--- config.mk ---
export PLATFORM = sky130hd
export DESIGN_NAME = slp_top
export DESIGN_NICKNAME = d
export VERILOG_FILES = /design/src/logic/slp_pkg.sv /design/src/logic/slp_ram.sv /design/src/logic/slp_addr_match.sv /design/src/logic/slp_top.sv
export SDC_FILE = /design/constraint.sdc
export NUM_CORES = 1
export LEC_CHECK = 0
export ABC_CLOCK_PERIOD_IN_PS = 4200
export BUFFER_PORTS_ARGS = -buffer_cell sky130_fd_sc_hd__buf_4
export CAP_MARGIN = 30
export CORE_AREA = 2 2 301 303
export CTS_CLUSTER_DIAMETER = 80
export DETAILED_ROUTE_END_ITERATION = 7
export DIE_AREA = 0 0 303 305
export PLACE_DENSITY_LB_ADDON = 0.08
export SLEW_MARGIN = 15
export SYNTH_ARGS = -nofsm -noshare
export SYNTH_HDL_FRONTEND = slang
export SYNTH_SLANG_ARGS = --single-unit
--- constraint.sdc ---
create_clock -name clk_sys_i -period 4.2 [get_ports clk_sys_i]
set_input_delay 0.21 -clock clk_sys_i [delete_from_list [all_inputs] [get_ports clk_sys_i]]
set_output_delay 0.21 -clock clk_sys_i [all_outputs]
set_load 0.02 [all_outputs]
--- src/logic/slp_pkg.sv ---
// Constants, register map and carrier types of the sixteen-channel lamp PWM block.
package slp_pkg;

    localparam int unsigned SLP_CH_NUM = 16;
    localparam int unsigned SLP_CNT_W = 12;
    localparam int unsigned SLP_SET_W = 13;
    localparam int unsigned SLP_FULL_BIT = 12;

    localparam int unsigned SLP_SYS_HZ = 100_000_000;
    localparam int unsigned SLP_OSC_HZ = 25_000_000;
    localparam int unsigned SLP_OSC_DIV = SLP_SYS_HZ / SLP_OSC_HZ;

    localparam logic [7:0] SLP_OFS_MODE = 8'h00;
    localparam logic [7:0] SLP_OFS_PRESCALE = 8'h01;
    localparam logic [7:0] SLP_OFS_ALLCALL = 8'h02;
    localparam logic [7:0] SLP_OFS_GROUP1 = 8'h03;
    localparam logic [7:0] SLP_OFS_GROUP2 = 8'h04;
    localparam logic [7:0] SLP_OFS_GROUP3 = 8'h05;
    localparam logic [7:0] SLP_OFS_STATUS = 8'h06;
    localparam logic [7:0] SLP_OFS_LAMP_BASE = 8'h20;
    localparam logic [2:0] SLP_LAMP_PAGE = 3'h1;

    localparam int unsigned SLP_MODE_EXTCLK_BIT = 0;
    localparam int unsigned SLP_MODE_ODRAIN_BIT = 1;
    localparam int unsigned SLP_MODE_GATELVL_BIT = 2;
    localparam int unsigned SLP_ADDR_EN_BIT = 7;

    localparam logic [2:0] SLP_MODE_RST = 3'h0;
    localparam logic [7:0] SLP_PRESCALE_RST = 8'h1e;
    localparam logic [7:0] SLP_PRESCALE_MIN = 8'h03;
    localparam logic [7:0] SLP_ALLCALL_RST = 8'hf0;
    localparam logic [7:0] SLP_GROUP1_RST = 8'h71;
    localparam logic [7:0] SLP_GROUP2_RST = 8'h72;
    localparam logic [7:0] SLP_GROUP3_RST = 8'h74;
    localparam logic [12:0] SLP_ON_RST = 13'h0000;
    localparam logic [12:0] SLP_OFF_RST = 13'h1000;

    localparam logic [6:0] SLP_GCALL_ADDR = 7'h00;
    localparam logic [7:0] SLP_BUS_SOFT_RESET_CALL_BYTE = 8'h06;
    localparam logic SLP_STRAP_MSB = 1'b1;

    typedef struct packed {
        logic gate_lvl;
        logic odrain;
        logic ext_clk;
    } slp_mode_t;

    typedef struct packed {
        logic [7:0] addr;
        logic wr;
        logic rd;
        logic [15:0] wdata;
    } slp_reg_req_t;

    typedef struct packed {
        logic vld;
        logic first;
        logic [7:0] data;
    } slp_bus_byte_t;

endpackage

--- src/logic/slp_ram.sv ---
// Small two-read-port table holding per-channel lamp settings.
`timescale 1ns/1ps
module slp_ram #(
    parameter int unsigned WIDTH = 13,
    parameter int unsigned DEPTH = 16,
    parameter int unsigned AW = $clog2(DEPTH)
) (
    input wire logic clk_sys_i,
    input wire logic wr_i,
    input wire logic [AW-1:0] wr_addr_i,
    input wire logic [WIDTH-1:0] wr_data_i,
    input wire logic [AW-1:0] rd_a_addr_i,
    output logic [WIDTH-1:0] rd_a_data_o,
    input wire logic [AW-1:0] rd_b_addr_i,
    output logic [WIDTH-1:0] rd_b_data_o
);
    logic [WIDTH-1:0] mem_ff [DEPTH];

    always_ff @(posedge clk_sys_i) begin
        if (wr_i) begin
            mem_ff[wr_addr_i] <= wr_data_i;
        end
    end

    always_ff @(posedge clk_sys_i) begin
        rd_a_data_o <= mem_ff[rd_a_addr_i];
        rd_b_data_o <= mem_ff[rd_b_addr_i];
    end
endmodule

--- src/logic/slp_addr_match.sv ---
// Target address matcher and general-call soft reset detector.
`timescale 1ns/1ps
module slp_addr_match
    import slp_pkg::*;
(
    input wire logic clk_sys_i,
    input wire logic reset_i,
    input wire logic [5:0] strap_i,
    input wire logic [7:0] allcall_i,
    input wire logic [7:0] group1_i,
    input wire logic [7:0] group2_i,
    input wire logic [7:0] group3_i,
    input wire slp_pkg::slp_bus_byte_t byte_i,
    output logic hit_o,
    output logic soft_rst_o
);
    logic [5:0] strap_meta_ff;
    logic [5:0] strap_ff;
    logic gcall_ff;
    logic [6:0] addr7;

    function automatic logic alt_hit(input logic [7:0] cfg, input logic [6:0] a);
        alt_hit = cfg[SLP_ADDR_EN_BIT] && (cfg[6:0] == a);
    endfunction

    assign addr7 = byte_i.data[7:1];

    // Straps come from pins, so they pass two flops before matching.
    always_ff @(posedge clk_sys_i) begin
        strap_meta_ff <= strap_i;
        strap_ff <= strap_meta_ff;
    end

    always_ff @(posedge clk_sys_i) begin
        if (reset_i) begin
            hit_o <= 1'b0;
        end else if (byte_i.vld && byte_i.first) begin
            hit_o <= (addr7 == {SLP_STRAP_MSB, strap_ff})
                || alt_hit(allcall_i, addr7) || alt_hit(group1_i, addr7)
                || alt_hit(group2_i, addr7) || alt_hit(group3_i, addr7);
        end
    end

    // The soft reset needs the general-call address followed by its command byte.
    always_ff @(posedge clk_sys_i) begin
        if (reset_i) begin
            gcall_ff <= 1'b0;
            soft_rst_o <= 1'b0;
        end else begin
            soft_rst_o <= byte_i.vld && !byte_i.first && gcall_ff && (byte_i.data == SLP_BUS_SOFT_RESET_CALL_BYTE);
            if (byte_i.vld) begin
                gcall_ff <= byte_i.first && (byte_i.data == {SLP_GCALL_ADDR, 1'b0});
            end
        end
    end

    // Helper: a general-call address byte arms the check until the next byte arrives.
    logic gc_armed_ff;

    always_ff @(posedge clk_sys_i) begin
        if (reset_i) begin
            gc_armed_ff <= 1'b0;
        end else if (byte_i.vld) begin
            gc_armed_ff <= byte_i.first && (byte_i.data == 8'h00);
        end
    end
endmodule

--- src/logic/slp_top.sv ---
// Sixteen-channel lamp PWM engine with register port, prescaler and output stage.
`timescale 1ns/1ps
module slp_top
    import slp_pkg::*;
#(
    parameter int unsigned CH_NUM = 16,
    parameter int unsigned CNT_W = 12
) (
    input wire logic clk_sys_i,
    input wire logic reset_i,
    input wire slp_pkg::slp_reg_req_t req_i,
    output logic [15:0] rdata_o,
    input wire slp_pkg::slp_bus_byte_t bus_byte_i,
    input wire logic [5:0] strap_i,
    output logic addr_hit_o,
    input wire logic ext_clk_i,
    input wire logic gate_n_i,
    output logic [CH_NUM-1:0] lamp_output_n_o,
    output logic [CH_NUM-1:0] lamp_output_n_oe_o
);
    localparam int unsigned CH_AW = $clog2(CH_NUM);

    ////////////////////////////////////////////////////////////////////////////
    logic soft_rst;
    logic rst_all;
    slp_mode_t mode_ff;
    logic [7:0] prescale_ff;
    logic [7:0] allcall_ff;
    logic [7:0] group1_ff;
    logic [7:0] group2_ff;
    logic [7:0] group3_ff;
    logic [CH_NUM-1:0] on_vld_ff;
    logic [CH_NUM-1:0] off_vld_ff;
    logic lamp_sel;
    logic [CH_AW-1:0] lamp_ch;
    logic rd_lamp_ff;
    logic rd_is_off_ff;
    logic [CH_AW-1:0] rd_ch_ff;
    logic [15:0] rd_reg_ff;
    logic [SLP_SET_W-1:0] on_rd_a;
    logic [SLP_SET_W-1:0] off_rd_a;
    logic [SLP_SET_W-1:0] on_rd_b;
    logic [SLP_SET_W-1:0] off_rd_b;
    logic [SLP_SET_W-1:0] on_set;
    logic [SLP_SET_W-1:0] off_set;
    logic ext_meta_ff;
    logic ext_sync_ff;
    logic ext_prev_ff;
    logic ext_rise;
    logic [1:0] osc_cnt_ff;
    logic osc_tick;
    logic src_tick;
    logic [7:0] pre_cnt_ff;
    logic cnt_step;
    logic [CNT_W-1:0] cnt_ff;
    logic [CH_AW-1:0] scan_ch_ff;
    logic [CH_AW-1:0] scan_ch_d_ff;
    logic scan_vld_ff;
    logic [CH_NUM-1:0] pwm_ff;
    logic [CH_NUM-1:0] lamp_level;

    // The general-call soft reset is folded into the system reset.
    assign rst_all = reset_i || soft_rst;

    function automatic logic in_window(input logic [CNT_W-1:0] cnt, input logic [CNT_W-1:0] on_c,
                                       input logic [CNT_W-1:0] off_c);
        if (on_c <= off_c) begin
            in_window = (cnt >= on_c) && (cnt < off_c);
        end else begin
            in_window = (cnt >= on_c) || (cnt < off_c);
        end
    endfunction

    ////////////////////////////////////////////////////////////////////////////
    slp_addr_match u_match (
        .clk_sys_i(clk_sys_i),
        .reset_i(rst_all),
        .strap_i(strap_i),
        .allcall_i(allcall_ff),
        .group1_i(group1_ff),
        .group2_i(group2_ff),
        .group3_i(group3_ff),
        .byte_i(bus_byte_i),
        .hit_o(addr_hit_o),
        .soft_rst_o(soft_rst)
    );

    ////////////////////////////////////////////////////////////////////////////
    // Lamp settings live at base + 2*channel (on) and base + 2*channel + 1 (off).
    assign lamp_sel = (req_i.addr[7:5] == SLP_LAMP_PAGE);
    assign lamp_ch = req_i.addr[CH_AW:1];

    always_ff @(posedge clk_sys_i) begin
        if (rst_all) begin
            mode_ff <= SLP_MODE_RST;
            prescale_ff <= SLP_PRESCALE_RST;
            allcall_ff <= SLP_ALLCALL_RST;
            group1_ff <= SLP_GROUP1_RST;
            group2_ff <= SLP_GROUP2_RST;
            group3_ff <= SLP_GROUP3_RST;
        end else if (req_i.wr) begin
            case (req_i.addr)
                SLP_OFS_MODE: begin
                    mode_ff <= {req_i.wdata[SLP_MODE_GATELVL_BIT], req_i.wdata[SLP_MODE_ODRAIN_BIT],
                                req_i.wdata[SLP_MODE_EXTCLK_BIT]};
                end
                SLP_OFS_PRESCALE: begin
                    // Values under the minimum would shorten the period below the rated top rate.
                    prescale_ff <= (req_i.wdata[7:0] < SLP_PRESCALE_MIN) ? SLP_PRESCALE_MIN
                                   : req_i.wdata[7:0];
                end
                SLP_OFS_ALLCALL: allcall_ff <= req_i.wdata[7:0];
                SLP_OFS_GROUP1: group1_ff <= req_i.wdata[7:0];
                SLP_OFS_GROUP2: group2_ff <= req_i.wdata[7:0];
                SLP_OFS_GROUP3: group3_ff <= req_i.wdata[7:0];
                default: begin
                end
            endcase
        end
    end

    // The tables cannot be cleared in one cycle, so a valid bit stands in for reset values.
    always_ff @(posedge clk_sys_i) begin
        if (rst_all) begin
            on_vld_ff <= '0;
            off_vld_ff <= '0;
        end else if (req_i.wr && lamp_sel) begin
            if (req_i.addr[0]) begin
                off_vld_ff[lamp_ch] <= 1'b1;
            end else begin
                on_vld_ff[lamp_ch] <= 1'b1;
            end
        end
    end

    slp_ram #(.WIDTH(SLP_SET_W), .DEPTH(CH_NUM)) u_on_ram (
        .clk_sys_i(clk_sys_i),
        .wr_i(req_i.wr && lamp_sel && !req_i.addr[0]),
        .wr_addr_i(lamp_ch),
        .wr_data_i(req_i.wdata[SLP_SET_W-1:0]),
        .rd_a_addr_i(lamp_ch),
        .rd_a_data_o(on_rd_a),
        .rd_b_addr_i(scan_ch_ff),
        .rd_b_data_o(on_rd_b)
    );

    slp_ram #(.WIDTH(SLP_SET_W), .DEPTH(CH_NUM)) u_off_ram (
        .clk_sys_i(clk_sys_i),
        .wr_i(req_i.wr && lamp_sel && req_i.addr[0]),
        .wr_addr_i(lamp_ch),
        .wr_data_i(req_i.wdata[SLP_SET_W-1:0]),
        .rd_a_addr_i(lamp_ch),
        .rd_a_data_o(off_rd_a),
        .rd_b_addr_i(scan_ch_ff),
        .rd_b_data_o(off_rd_b)
    );

    ////////////////////////////////////////////////////////////////////////////
    always_ff @(posedge clk_sys_i) begin
        if (rst_all) begin
            rd_lamp_ff <= 1'b0;
            rd_is_off_ff <= 1'b0;
            rd_ch_ff <= '0;
            rd_reg_ff <= '0;
        end else begin
            rd_lamp_ff <= req_i.rd && lamp_sel;
            rd_is_off_ff <= req_i.addr[0];
            rd_ch_ff <= lamp_ch;
            rd_reg_ff <= '0;
            if (req_i.rd) begin
                case (req_i.addr)
                    SLP_OFS_MODE: rd_reg_ff <= {13'h0000, mode_ff};
                    SLP_OFS_PRESCALE: rd_reg_ff <= {8'h00, prescale_ff};
                    SLP_OFS_ALLCALL: rd_reg_ff <= {8'h00, allcall_ff};
                    SLP_OFS_GROUP1: rd_reg_ff <= {8'h00, group1_ff};
                    SLP_OFS_GROUP2: rd_reg_ff <= {8'h00, group2_ff};
                    SLP_OFS_GROUP3: rd_reg_ff <= {8'h00, group3_ff};
                    SLP_OFS_STATUS: rd_reg_ff <= {4'h0, cnt_ff};
                    default: rd_reg_ff <= '0;
                endcase
            end
        end
    end

    always_comb begin
        rdata_o = rd_reg_ff;
        if (rd_lamp_ff) begin
            if (rd_is_off_ff) begin
                rdata_o = {3'h0, off_vld_ff[rd_ch_ff] ? off_rd_a : SLP_OFF_RST};
            end else begin
                rdata_o = {3'h0, on_vld_ff[rd_ch_ff] ? on_rd_a : SLP_ON_RST};
            end
        end
    end

    ////////////////////////////////////////////////////////////////////////////
    // The external clock is sampled, so it must stay well below half the system rate.
    always_ff @(posedge clk_sys_i) begin
        ext_meta_ff <= ext_clk_i;
        ext_sync_ff <= ext_meta_ff;
        ext_prev_ff <= ext_sync_ff;
    end
    assign ext_rise = ext_sync_ff && !ext_prev_ff;

    always_ff @(posedge clk_sys_i) begin
        if (rst_all) begin
            osc_cnt_ff <= '0;
        end else if (osc_cnt_ff == 2'(SLP_OSC_DIV - 1)) begin
            osc_cnt_ff <= '0;
        end else begin
            osc_cnt_ff <= osc_cnt_ff + 2'h1;
        end
    end
    assign osc_tick = (osc_cnt_ff == 2'(SLP_OSC_DIV - 1));

    assign src_tick = mode_ff.ext_clk ? ext_rise : osc_tick;
    assign cnt_step = src_tick && (pre_cnt_ff >= prescale_ff);

    always_ff @(posedge clk_sys_i) begin
        if (rst_all) begin
            pre_cnt_ff <= '0;
        end else if (cnt_step) begin
            pre_cnt_ff <= '0;
        end else if (src_tick) begin
            pre_cnt_ff <= pre_cnt_ff + 8'h01;
        end
    end

    // One shared counter sets the period of every channel.
    always_ff @(posedge clk_sys_i) begin
        if (rst_all) begin
            cnt_ff <= '0;
        end else if (cnt_step) begin
            cnt_ff <= cnt_ff + 12'h001;
        end
    end

    ////////////////////////////////////////////////////////////////////////////
    // Channels are evaluated round-robin; the window test is stateless, so a scan lag of
    // a few system cycles only delays an edge and never loses one.
    always_ff @(posedge clk_sys_i) begin
        if (rst_all) begin
            scan_ch_ff <= '0;
            scan_ch_d_ff <= '0;
            scan_vld_ff <= 1'b0;
        end else begin
            scan_ch_ff <= scan_ch_ff + 1'b1;
            scan_ch_d_ff <= scan_ch_ff;
            scan_vld_ff <= 1'b1;
        end
    end

    assign on_set = on_vld_ff[scan_ch_d_ff] ? on_rd_b : SLP_ON_RST;
    assign off_set = off_vld_ff[scan_ch_d_ff] ? off_rd_b : SLP_OFF_RST;

    always_ff @(posedge clk_sys_i) begin
        if (rst_all) begin
            pwm_ff <= '0;
        end else if (scan_vld_ff) begin
            if (off_set[SLP_FULL_BIT]) begin
                pwm_ff[scan_ch_d_ff] <= 1'b0;
            end else if (on_set[SLP_FULL_BIT]) begin
                pwm_ff[scan_ch_d_ff] <= 1'b1;
            end else begin
                pwm_ff[scan_ch_d_ff] <= in_window(cnt_ff, on_set[CNT_W-1:0], off_set[CNT_W-1:0]);
            end
        end
    end

    ////////////////////////////////////////////////////////////////////////////
    // The gate pin bypasses the flops on purpose: it must act without a clock.
    assign lamp_level = gate_n_i ? pwm_ff : {CH_NUM{mode_ff.gate_lvl}};

    always_comb begin
        if (mode_ff.odrain) begin
            lamp_output_n_o = '0;
            lamp_output_n_oe_o = ~lamp_level;
        end else begin
            lamp_output_n_o = lamp_level;
            lamp_output_n_oe_o = '1;
        end
    end

    ////////////////////////////////////////////////////////////////////////////
    // Helper: cycles since the last counter step, saturating so that long gaps stay large.
    logic [4:0] step_gap_ff;

    always_ff @(posedge clk_sys_i) begin
        if (rst_all) begin
            step_gap_ff <= 5'h1f;
        end else if (cnt_step) begin
            step_gap_ff <= 5'h00;
        end else if (step_gap_ff != 5'h1f) begin
            step_gap_ff <= step_gap_ff + 5'h01;
        end
    end
endmodule

---- Yosys cells after proc, flatten, opt, wreduce, memory -nomap -nowiden ----
Memory sizes are Yosys's and may differ from the RTL's. A register that Yosys moved wholly into a read port is not among the register bits.
Cells that the tools add are included.
Widths: inputs -> output; s select.
cells by class
  add/subtract/negate cells ............... 4
  $lt $le $gt $ge ......................... 10
  equal/unequal tests ..................... 14
  mux-type cells .......................... 37
  bitwise operators ....................... 8
  reductions and logical operators ........ 40
operators with widths
  operator               number
  $mux 16                6
  $pmux 12 s7            1
  $mux 13                5
  $or 16x16->16          3
  $eq 7x7->1             5
  $eq 8x3->1 const B     4
  $not 16->16            2
  $logic_and 1x1->1      18
  $mux 1                 17
  $and 16x16->16         1
  $bmux 1 s4             4
  $bwmux 16              1
  $eq 8x2->1 const B     2
  $logic_not 8->1        2
  $reduce_and 2->1       8
  $lt 4x5->1 const B     3
  $add 12x1->12 const B  1
  $ge 12x12->1           1
  $le 12x12->1           1
  $lt 12x12->1           1
  $add 8x1->8 const B    1
  $demux 1 s4            2
  $eq 8x1->1 const B     1
  $ge 4x1->1 const B     2
  11 further kinds       21
word-level totals
  register bits ........................... 162
  RAM bits ................................ 416
  input port bits ......................... 46
  output and inout port bits .............. 49
  word-level logic and storage cells ...... 144
  memories kept ........................... 2
memory list
  memory            depth  width  read ports  clocked after Yosys merged registers in  wr ports  line           RTL
  u_off_ram.mem_ff  16     13     2           2                                        1         slp_ram.sv:17  logic [WIDTH-1:0] mem_ff [DEPTH];
  u_on_ram.mem_ff   16     13     2           2                                        1         slp_ram.sv:17

---- Longest topological paths before layout ----
Gate-level depths: netlist (run 1).
  word-level depth ........................ 13
  mapped depth ............................ 18
  mapped depth without buffers ............ 15

---- By module ----
A second synthesis (run 1) with hierarchy kept.
unflattened totals
  cell total of the unflattened synthesis .. 2007
  area total of the unflattened synthesis .. 29143.0 sq um
modules (own cells, without submodules)
  module                instances  cells an instance  area each (sq um)  sequential area each (sq um)
  slp_ram at u_on_ram   1          479                10132.2            6766.5
  slp_ram at u_off_ram  1          479                10129.7            6766.5
  slp_top               1          968                8049.0             2862.7
  slp_addr_match        1          81                 832.0              300.3

---- Least setup slack after synthesis (run 1) ----
Ideal clock, no wire load.
  path type ............................... register -> register
  start point ............................. reg scan_ch_d_ff[0]
  end point ............................... reg pwm_ff[10]
  setup time .............................. 0.122 ns
  arrival time ............................ 3.530 ns
  data required time ...................... 4.078 ns
  slack ................................... 0.548 ns
  cell stages (with the launch flop) ...... 17
  buffers on the path ..................... 3
  period minus slack after synthesis ...... 3.652 ns
  path through ............................ dfxtp_1 -> buf_6 -> mux4_2 -> nor2_1 -> a311oi_2 -> or2_2 -> clkbuf_1 -> nand2_1 -> ha_1 -> a21o_1 -> a221o_1 -> a221o_1 -> o21ai_0 -> maj3_2 -> buf_6 -> nor2_1 -> o32a_1
between the ends
  longest elaborated chain between the ends .. 13
  elaborated cells on any way between the ends .. 27
  classes of those cells .................. order compare: 5; mux: 16; bitwise: 3; reduce/logical: 3
ends and longest elaborated chain
  what                                                          line                            RTL
  start, declared                                               slp_top.sv:57                   logic [CH_AW-1:0] scan_ch_d_ff;
  start signal, assigned                                        slp_top.sv:248                  scan_ch_d_ff <= scan_ch_ff;
  $bmux 1 s4 (on tied branches)                                 slp_top.sv:253, slp_top.sv:254
  $mux 1 (on tied branches)                                     slp_top.sv:253, slp_top.sv:254
  $mux 13 (on tied branches)                                    slp_top.sv:253, slp_top.sv:254
  $ge 12x12->1 / $lt 12x12->1 (equally long branches)           slp_top.sv:68, slp_top.sv:70
  $logic_or 1x1->1 / $logic_and 1x1->1 (equally long branches)  slp_top.sv:70, slp_top.sv:68
  $mux 1                                                        slp_top.sv:67                   if (on_c <= off_c) begin
  $mux 1                                                        slp_top.sv:262                  end else if (on_set[SLP_FULL_BIT]) begin
  $mux 1                                                        slp_top.sv:260                  if (off_set[SLP_FULL_BIT]) begin
  $mux 1                                                        slp_top.sv:259                  end else if (scan_vld_ff) begin
  $mux 1                                                        slp_top.sv:257                  if (rst_all) begin
  $bwmux 16                                                     slp_top.sv:265                  pwm_ff[scan_ch_d_ff] <= in_window(cnt_ff, on_set[CNT_W-1:0], off_set[CNT_W-1:0]);
  $mux 16                                                       slp_top.sv:262
  $mux 16 (*)                                                   slp_top.sv:260
  end signal, assigned by index                                 slp_top.sv:265
  end, declared                                                 slp_top.sv:59                   logic [CH_NUM-1:0] pwm_ff;
Every way passes the cells marked *; elsewhere a longest branch is shown, timed or not. The select of a mux whose other input is x is not followed.
A chain may end at the register's enable or synchronous reset.

---- Worst setup path after layout (run 1) ----
  start point ............................. reg rd_ch_ff[0]
  end point ............................... out rdata_o[6]
between the ends
  longest elaborated chain between the ends .. 5
  elaborated cells on any way between the ends .. 8
  classes of those cells .................. mux: 8
ends and longest elaborated chain
  what                           line                            RTL
  start, declared                slp_top.sv:38                   logic [CH_AW-1:0] rd_ch_ff;
  start signal, assigned         slp_top.sv:168                  rd_ch_ff <= lamp_ch;
  $bmux 1 s4 (on tied branches)  slp_top.sv:191, slp_top.sv:189
  $mux 1 (on tied branches)      slp_top.sv:191, slp_top.sv:189
  $mux 13 (on tied branches)     slp_top.sv:191, slp_top.sv:189
  $mux 13 (*)                    slp_top.sv:188                  if (rd_is_off_ff) begin
  $mux 16 (*)                    slp_top.sv:187                  if (rd_lamp_ff) begin
  end, declared                  slp_top.sv:12                   output logic [15:0] rdata_o,
Marks and branches as above.

==> reports/results.tsv, run 1 <==
metric	value	unit
Worst setup EP type	output pin	
Critical R2R Launch	scan_ch_d_ff[3]	
Core ar.	89300	um2
Hold Crit Endpoint	u_on_ram.mem_ff[9][11]	
number of global-route vias before repair	17800	
Die Ht	305	um
R2R Path End	pwm_ff[15]	
commonest non-fill, non-tap cell in the layout	edfxtp_1	
Reg clk slew, reported paths	0.06	ns
max cap viols	0	
Critical Setup Path Class	flip-flop to output pin	
Max stage delay on crit path	0.58	ns
post-detail-place hpwl	55.6	mm
WHS	0.0351	ns
pin count of the biggest net entering global routing	66	
Num CTS Buffers	74	
Global Route Usage Sum	19.3	%
DIE WIDTH	303	um
proportion of synthesized chip area in sequential cells	58.8	%
Pwr Density	423	nW/um2
Ports	95	
Initial Util	31.8	%
most used cell, CP	mux4_2	
Final Hold Fails	0	
Final Total Pwr	14.0	mW
Synth Area in Simple Gates	8.20	%
H-tree depth	3	
ANT cells	0	
CP startpoint kind	flip-flop	
number of flops mapped to enable cells by yosys	416	
worst hold start	req_i[11]	
final worst path period share	92.9	%
required time of the critical path	3.99	ns
CTS root buffer	clkbuf_16	
cell family with the largest share of critical-path delay	multiplexers	
layout cells sized above 1	28.5	%
Yosys cell types	57	
maximum clock path buffer count	3	
Reg area	16700	um2
Row Count	110	
WL final	88.3	mm
VDD IR max	237	uV
worst-margin pin slew	0.897	ns
synthesis-to-finish area growth	17.0	%
Final Net Count	2094	
Async SR Flop Fraction	0	%
WL/cell	27.3	um
flop2flop setup slack	0.31	ns
Synth Warn #	0	
status	finished with violations	
Rel. slew slack	39.7	%
cell area after layout	33200	um2
Post-Syn Instances	1878	
setup TNS	0	ns
die area	92400	um2
Pins Over Slew Limit	0	
via count	17200	
syn_area_per_cell	15.1	um2
PortBufs	88	
failing checks	design-rule violations	
main flop type after synthesis	edfxtp_1	
vias per cell	5.32	
post-layout min period	3.90	ns
Final ANT Viol Nets	0	
number of cells on the worst reg-to-reg path	15	
worst hold path type	input pin to flip-flop	
fmax	0.256	GHz
Critical Path Slowest Stage Cell	mux4_2	
Seq cells post-synth	626	
post-synthesis compound-gate area fraction	4.01	%
P_leak	11.0	nW
first-pass GRT wire length	128	mm
main combinational cell family by area after synthesis	multiplexers	
Setup Viol. Count Final	0	
Multi-input gate area	11100	um2
DP Area	30600	um2
CP Max Fanout	12	
DRT Pass-1 Iters	8	
FILL cells	8391	
WP data arrival	3.69	ns
xor and xnor area share after synthesis	1.51	%
final setup margin	0.298	ns
post-synthesis mux area share	22.9	%
worst path bufs/invs	1	
worst clock skew	0.0288	ns
Cell Area, Synth	28400	um2
post-synthesis adder-cell area fraction	2.11	%
post-place setup slack	0.132	ns
CTS tree	built	
DRC viols	19	
grt ovf	0	
clock latency on the worst-skew pair	0.61	ns
initial antenna violation count	5	
routability cong.	0.835	
# clock sinks	626	
number of DRC markers in iteration 0	1515	
WHS Path Cells	1	
commonest cells after routing, fill and taps aside	edfxtp_1, mux4_2, dfxtp_1, nor2_1, buf_4	
CP cell instances	mux4_2, mux4_2, and3_1, a22oi_1, o21ai_0, buf_4	
RSZ-0062 raised after global routing	no	
[power breakdown]
part	switching (mW)	internal [mW]	leakage, nW
logic	0.527	0.467	4.42
registers	0.128	6.65	5.46
clock network	2.55	3.70	1.14
[cells by family after synthesis]
family	after synthesis
DFF	626
buffers and inverters	166
AOI/OAI and AO/OA	176
other	1
xor gates and xnor gates	49
adders and majority gates	48
and+or+nand+nor	506
muxes	306
[stage by stage]
| stage | utilization [%] | instances |
|---|---|---|
| 2_1_floorplan | - | 1880 |
| 3_3_place_gp | 34.3 | 3079 |
| 3_5_place_dp | 34.3 | 3081 |
| 4_1_cts | 37.1 | 3232 |
| 5_1_grt | 37.2 | 3235 |
| 6_report | 37.2 | 3235 |
[final cells by class]
class	count	share of cell area, %
clock buffers	117	6.61
clock inverters	17	0.449
inverters	40	0.452
multi-input cells	1088	33.4
flip-flops and latches	626	50.3
well taps	1176	4.43
repair buffers	171	4.27
[cells in the mapped netlist, types with 3 or more instances]
cell,number,area share (%)
edfxtp_1,416,44
mux4_2,274,22
nor2_1,224,3.0
dfxtp_1,210,15
nand2_1,115,1.5
clkbuf_1,72,0.95
a21oi_1,59,1.0
ha_1,47,2.1
o21ai_0,41,0.72
inv_1,40,0.53
xnor2_1,34,1.0
buf_1,31,0.41
mux2i_1,31,1.1
nand3_1,27,0.48
nand2b_1,26,0.57
nor3_1,24,0.42
a22oi_1,21,0.56
and2_1,19,0.42
nand4_1,18,0.40
buf_2,15,0.26
o32a_1,15,0.53
xor2_1,15,0.46
nor4_1,10,0.22
a221oi_1,8,0.25
a21o_1,7,0.19
nor2b_1,7,0.15
o211ai_1,7,0.19
or3_1,7,0.15
or2_2,5,0.11
a211oi_1,4,0.11
and3_1,4,0.088
buf_4,4,0.11
buf_6,4,0.16
nor4_2,4,0.18
nand3b_1,3,0.079
nor4b_1,3,0.093
[flip-flops by register name, summed over array words and instances (netlist names), 12 cells and up]
| register | cells |
|---|---|
| u_off_ram.mem_ff | 208 |
| u_on_ram.mem_ff | 208 |
| off_vld_ff | 16 |
| on_vld_ff | 16 |
| pwm_ff | 16 |
| u_off_ram.rd_a_data_o | 13 |
| u_off_ram.rd_b_data_o | 13 |
| u_on_ram.rd_a_data_o | 13 |
| u_on_ram.rd_b_data_o | 13 |
| cnt_ff | 12 |
| rd_reg_ff | 12 |
[layer usage]
metal,up-vias,track usage (%),share of wire (%)
met5,-,0,0.055
met4,6,5.01,2.3
met3,123,3.13,5.5
met2,508,30.7,47
met1,9013,27.5,45
li1,7572,-,-
[worst register-to-register path, stage by stage, from the launching register on]
cell and delay [ns]:
dfxtp_1 0.50, buf_4 0.26, mux2i_1 0.23, a22oi_1 0.10, nor4b_2 0.17, or2_2 0.36
nand2_1 0.12, ha_1 0.25, a21o_1 0.16, a221o_1 0.32, a221o_1 0.34, o21ai_0 0.21
maj3_2 0.26, buf_12 0.15, nor2_1 0.06, o32a_1 0.28
[timing repair]
action	4_1_cts	5_1_grt
hold buffers	17	0
buffers inserted	0	1
resized for setup	0	3
endpoints found under the hold margin	28	0
setup endpoints to repair	0	18
[how the worst max path moves through the flow]
stage,slack [ns],endpoint,from,cells past startpoint
after floorplan,0.55,pwm_ff[10],scan_ch_d_ff[0],16
after global placement,0.19,pwm_ff[7],scan_ch_d_ff[0],13
after detailed placement,0.13,pwm_ff[3],scan_ch_d_ff[1],14
after CTS,0.1,pwm_ff[3],scan_ch_d_ff[1],14
after global routing,0.04,pwm_ff[13],scan_ch_d_ff[1],15
final,0.30,rdata_o[6],rd_ch_ff[0],6
No activity file was read; power rests on OpenSTA's default activity.
==> run 2: changes to the inputs <==
- REMOVE_ABC_BUFFERS: unset -> 1
==> reports/results.tsv, run 2 (synthesis results as in run 1) <==
metric	value	unit	change
initial antenna violation count	2		-3
Global Route Usage Sum	19.5	%	+0.13 points
WL/cell	27.4	um	+0.26%
most used cell, CP	mux4_2		
FILL cells	8429		+0.45%
number of cells on the worst reg-to-reg path	16		+1
Core Util, Final	37.3	%	+0.18 points
WL final	88.8	mm	+0.51%
cell area after layout	33400	um2	+0.50%
VDD IR max	261	uV	+10%
commonest non-fill, non-tap cell in the layout	edfxtp_1		
Die Ht	305	um	unchanged
synthesis-to-finish area growth	17.6	%	
Row Count	110		unchanged
CTS tree	built		
PortBufs	88		unchanged
Initial Util	31.8	%	unchanged
flop2flop setup slack	0.23	ns	-0.08 ns
Pins Over Slew Limit	0		unchanged
Largest regs	u_off_ram.mem_ff: 208 flops, u_on_ram.mem_ff: 208 flops		
DRT Pass-1 Iters	8		unchanged
CP cell instances	mux4_2, mux4_2, and3_1, a22oi_1, o21ai_0, buf_4		
status	finished with violations		
Core ar.	89300	um2	unchanged
worst clock skew	0.0306	ns	+0.00173 ns
commonest cells after routing, fill and taps aside	edfxtp_1, mux4_2, dfxtp_1, nor2_1, buf_4		
number of global-route vias before repair	18100		+1.2%
die area	92400	um2	unchanged
first-pass GRT wire length	129	mm	+0.76%
DRC viols	16		-3
P_leak	11.1	nW	+0.75%
Critical Path Slowest Stage Cell	a22oi_1		
H-tree depth	3		unchanged
Worst setup EP type	output pin		
worst-margin pin slew	0.909	ns	+0.0125 ns
vias per cell	5.32		about the same
# Post-CTS Setup Buffers	0		unchanged
grt ovf	0		unchanged
number of DRC markers in iteration 0	1461		-3.6%
Critical Setup Path Class	flip-flop to output pin		
CP startpoint kind	flip-flop		
CTS root buffer	clkbuf_16		
DIE WIDTH	303	um	unchanged
max cap viols	0		unchanged
RSZ-0062 raised after global routing	no		
ANT cells	0		unchanged
WP data arrival	3.82	ns	+0.13 ns
worst hold start	req_i[20]		
DP Area	30600	um2	about the same
Ports	95		unchanged
final worst path period share	96.0	%	+3.1 points
layout cells sized above 1	28.7	%	+0.23 points
maximum clock path buffer count	3		unchanged
# clock sinks	626		unchanged
final setup margin	0.168	ns	-0.131 ns
Hold Crit Endpoint	rd_ch_ff[1]		
Final Total Pwr	14.3	mW	+1.9%
Rel. slew slack	39.4	%	-0.33 points
required time of the critical path	3.99	ns	about the same
via count	17300		+0.22%
pin count of the biggest net entering global routing	75		+14%
post-detail-place hpwl	54.9	mm	-1.4%
routability cong.	0.861		+3.2%
WHS Path Cells	2		+1
R2R Path End	pwm_ff[7]		
Num CTS Buffers	75		+1.4%
clock latency on the worst-skew pair	0.63	ns	+0.02 ns
failing checks	design-rule violations		
Reg clk slew, reported paths	0.06	ns	about the same
Final ANT Viol Nets	0		unchanged
fmax	0.248	GHz	-3.2%
Final Hold Fails	0		unchanged
post-layout min period	4.03	ns	+0.131 ns
Setup Viol. Count Final	0		unchanged
CP Max Fanout	12		unchanged
Max stage delay on crit path	0.60	ns	+0.02 ns
Final Net Count	2099		+0.24%
worst hold path type	input pin to flip-flop		
post-place setup slack	0.206	ns	+0.0732 ns
Critical R2R Launch	scan_ch_d_ff[1]		
Pwr Density	429	nW/um2	+1.4%
==> run 2: cell count changes in the layout (fill, tap and decap cells not counted), sizes merged <==
cell,delta
inv,+1
clkinv,+11
clkbuf,-10
bufinv,+3
buf,-1
dlygate4sd3,+4
==> run 2: power breakdown <==
part	internal, mW	leakage, nW	total, mW	switching (mW)
clock network	3.88	1.21	6.51	2.63
registers	6.65	5.46	6.76	0.109
logic	0.473	4.43	1.02	0.543
total	11.0	11.1	14.3	3.28
==> run 2: cell type report <==
| type | instances | area (um2) | share of cell area (%) |
|---|---|---|---|
| Clock buffer | 106 | 2150 | 6.44 |
| Clock inverter | 32 | 317 | 0.949 |
| Inverter | 40 | 150 | 0.450 |
| Multi-Input combinational cell | 1088 | 11100 | 33.3 |
| Sequential cell | 626 | 16700 | 50.1 |
| Tap cell | 1176 | 1470 | 4.41 |
| Timing Repair Buffer | 175 | 1450 | 4.35 |
==> run 2: metrics by stage <==
step	TNS [ns]	hold WS, ns	instances
5_1_grt	0	0.0288	3243
3_3_place_gp	0	0.316	3079
2_1_floorplan	-40.99	0.238	1754
6_report	0	0.0469	3243
3_5_place_dp	0	0.315	3081
4_1_cts	0	0.0156	3240
==> run 2: critical path, delay by kind of cell (launching register included) <==
| kind | cells | cell delay [ns] |
|---|---|---|
| AND/OR/NAND/NOR | 1 | 0.42 |
| buffers and inverters | 1 | 0.23 |
| multiplexers | 2 | 1.10 |
| AO/OA/AOI/OAI | 2 | 0.89 |
| flip-flops | 1 | 0.55 |
==> run 2: what timing repair did <==
item / 4_1_cts / 5_1_grt
gates cloned: 0 / 0
hold buffers: 21 / 0
setup endpoints to repair: 1 / 10
gates resized for setup: 1 / 2
hold endpoints to repair: 165 / 0
pin swaps: 0 / 0
==> run 2: worst max path at each step <==
stage | to | slack, ns | from | cells after the start
global placement | pwm_ff[0] | 0.28 | scan_ch_d_ff[1] | 16
global route | pwm_ff[7] | 0.008 | scan_ch_d_ff[1] | 18
detailed placement | pwm_ff[7] | 0.21 | scan_ch_d_ff[1] | 16
CTS | pwm_ff[7] | 0.19 | scan_ch_d_ff[1] | 16
floorplan | u_off_ram.rd_b_data_o[0] | -1.44 | scan_ch_ff[0] | 2
finish | rdata_o[4] | 0.17 | rd_ch_ff[0] | 6
==> run 2: per-layer routing <==
layer	track usage (%)	wire length, um	vias up
met3	2.35	2970	106
met2	32.9	43900	409
met1	26.7	40100	9161
li1	-	-	7584
met5	0	0	-
met4	4.44	1810	0
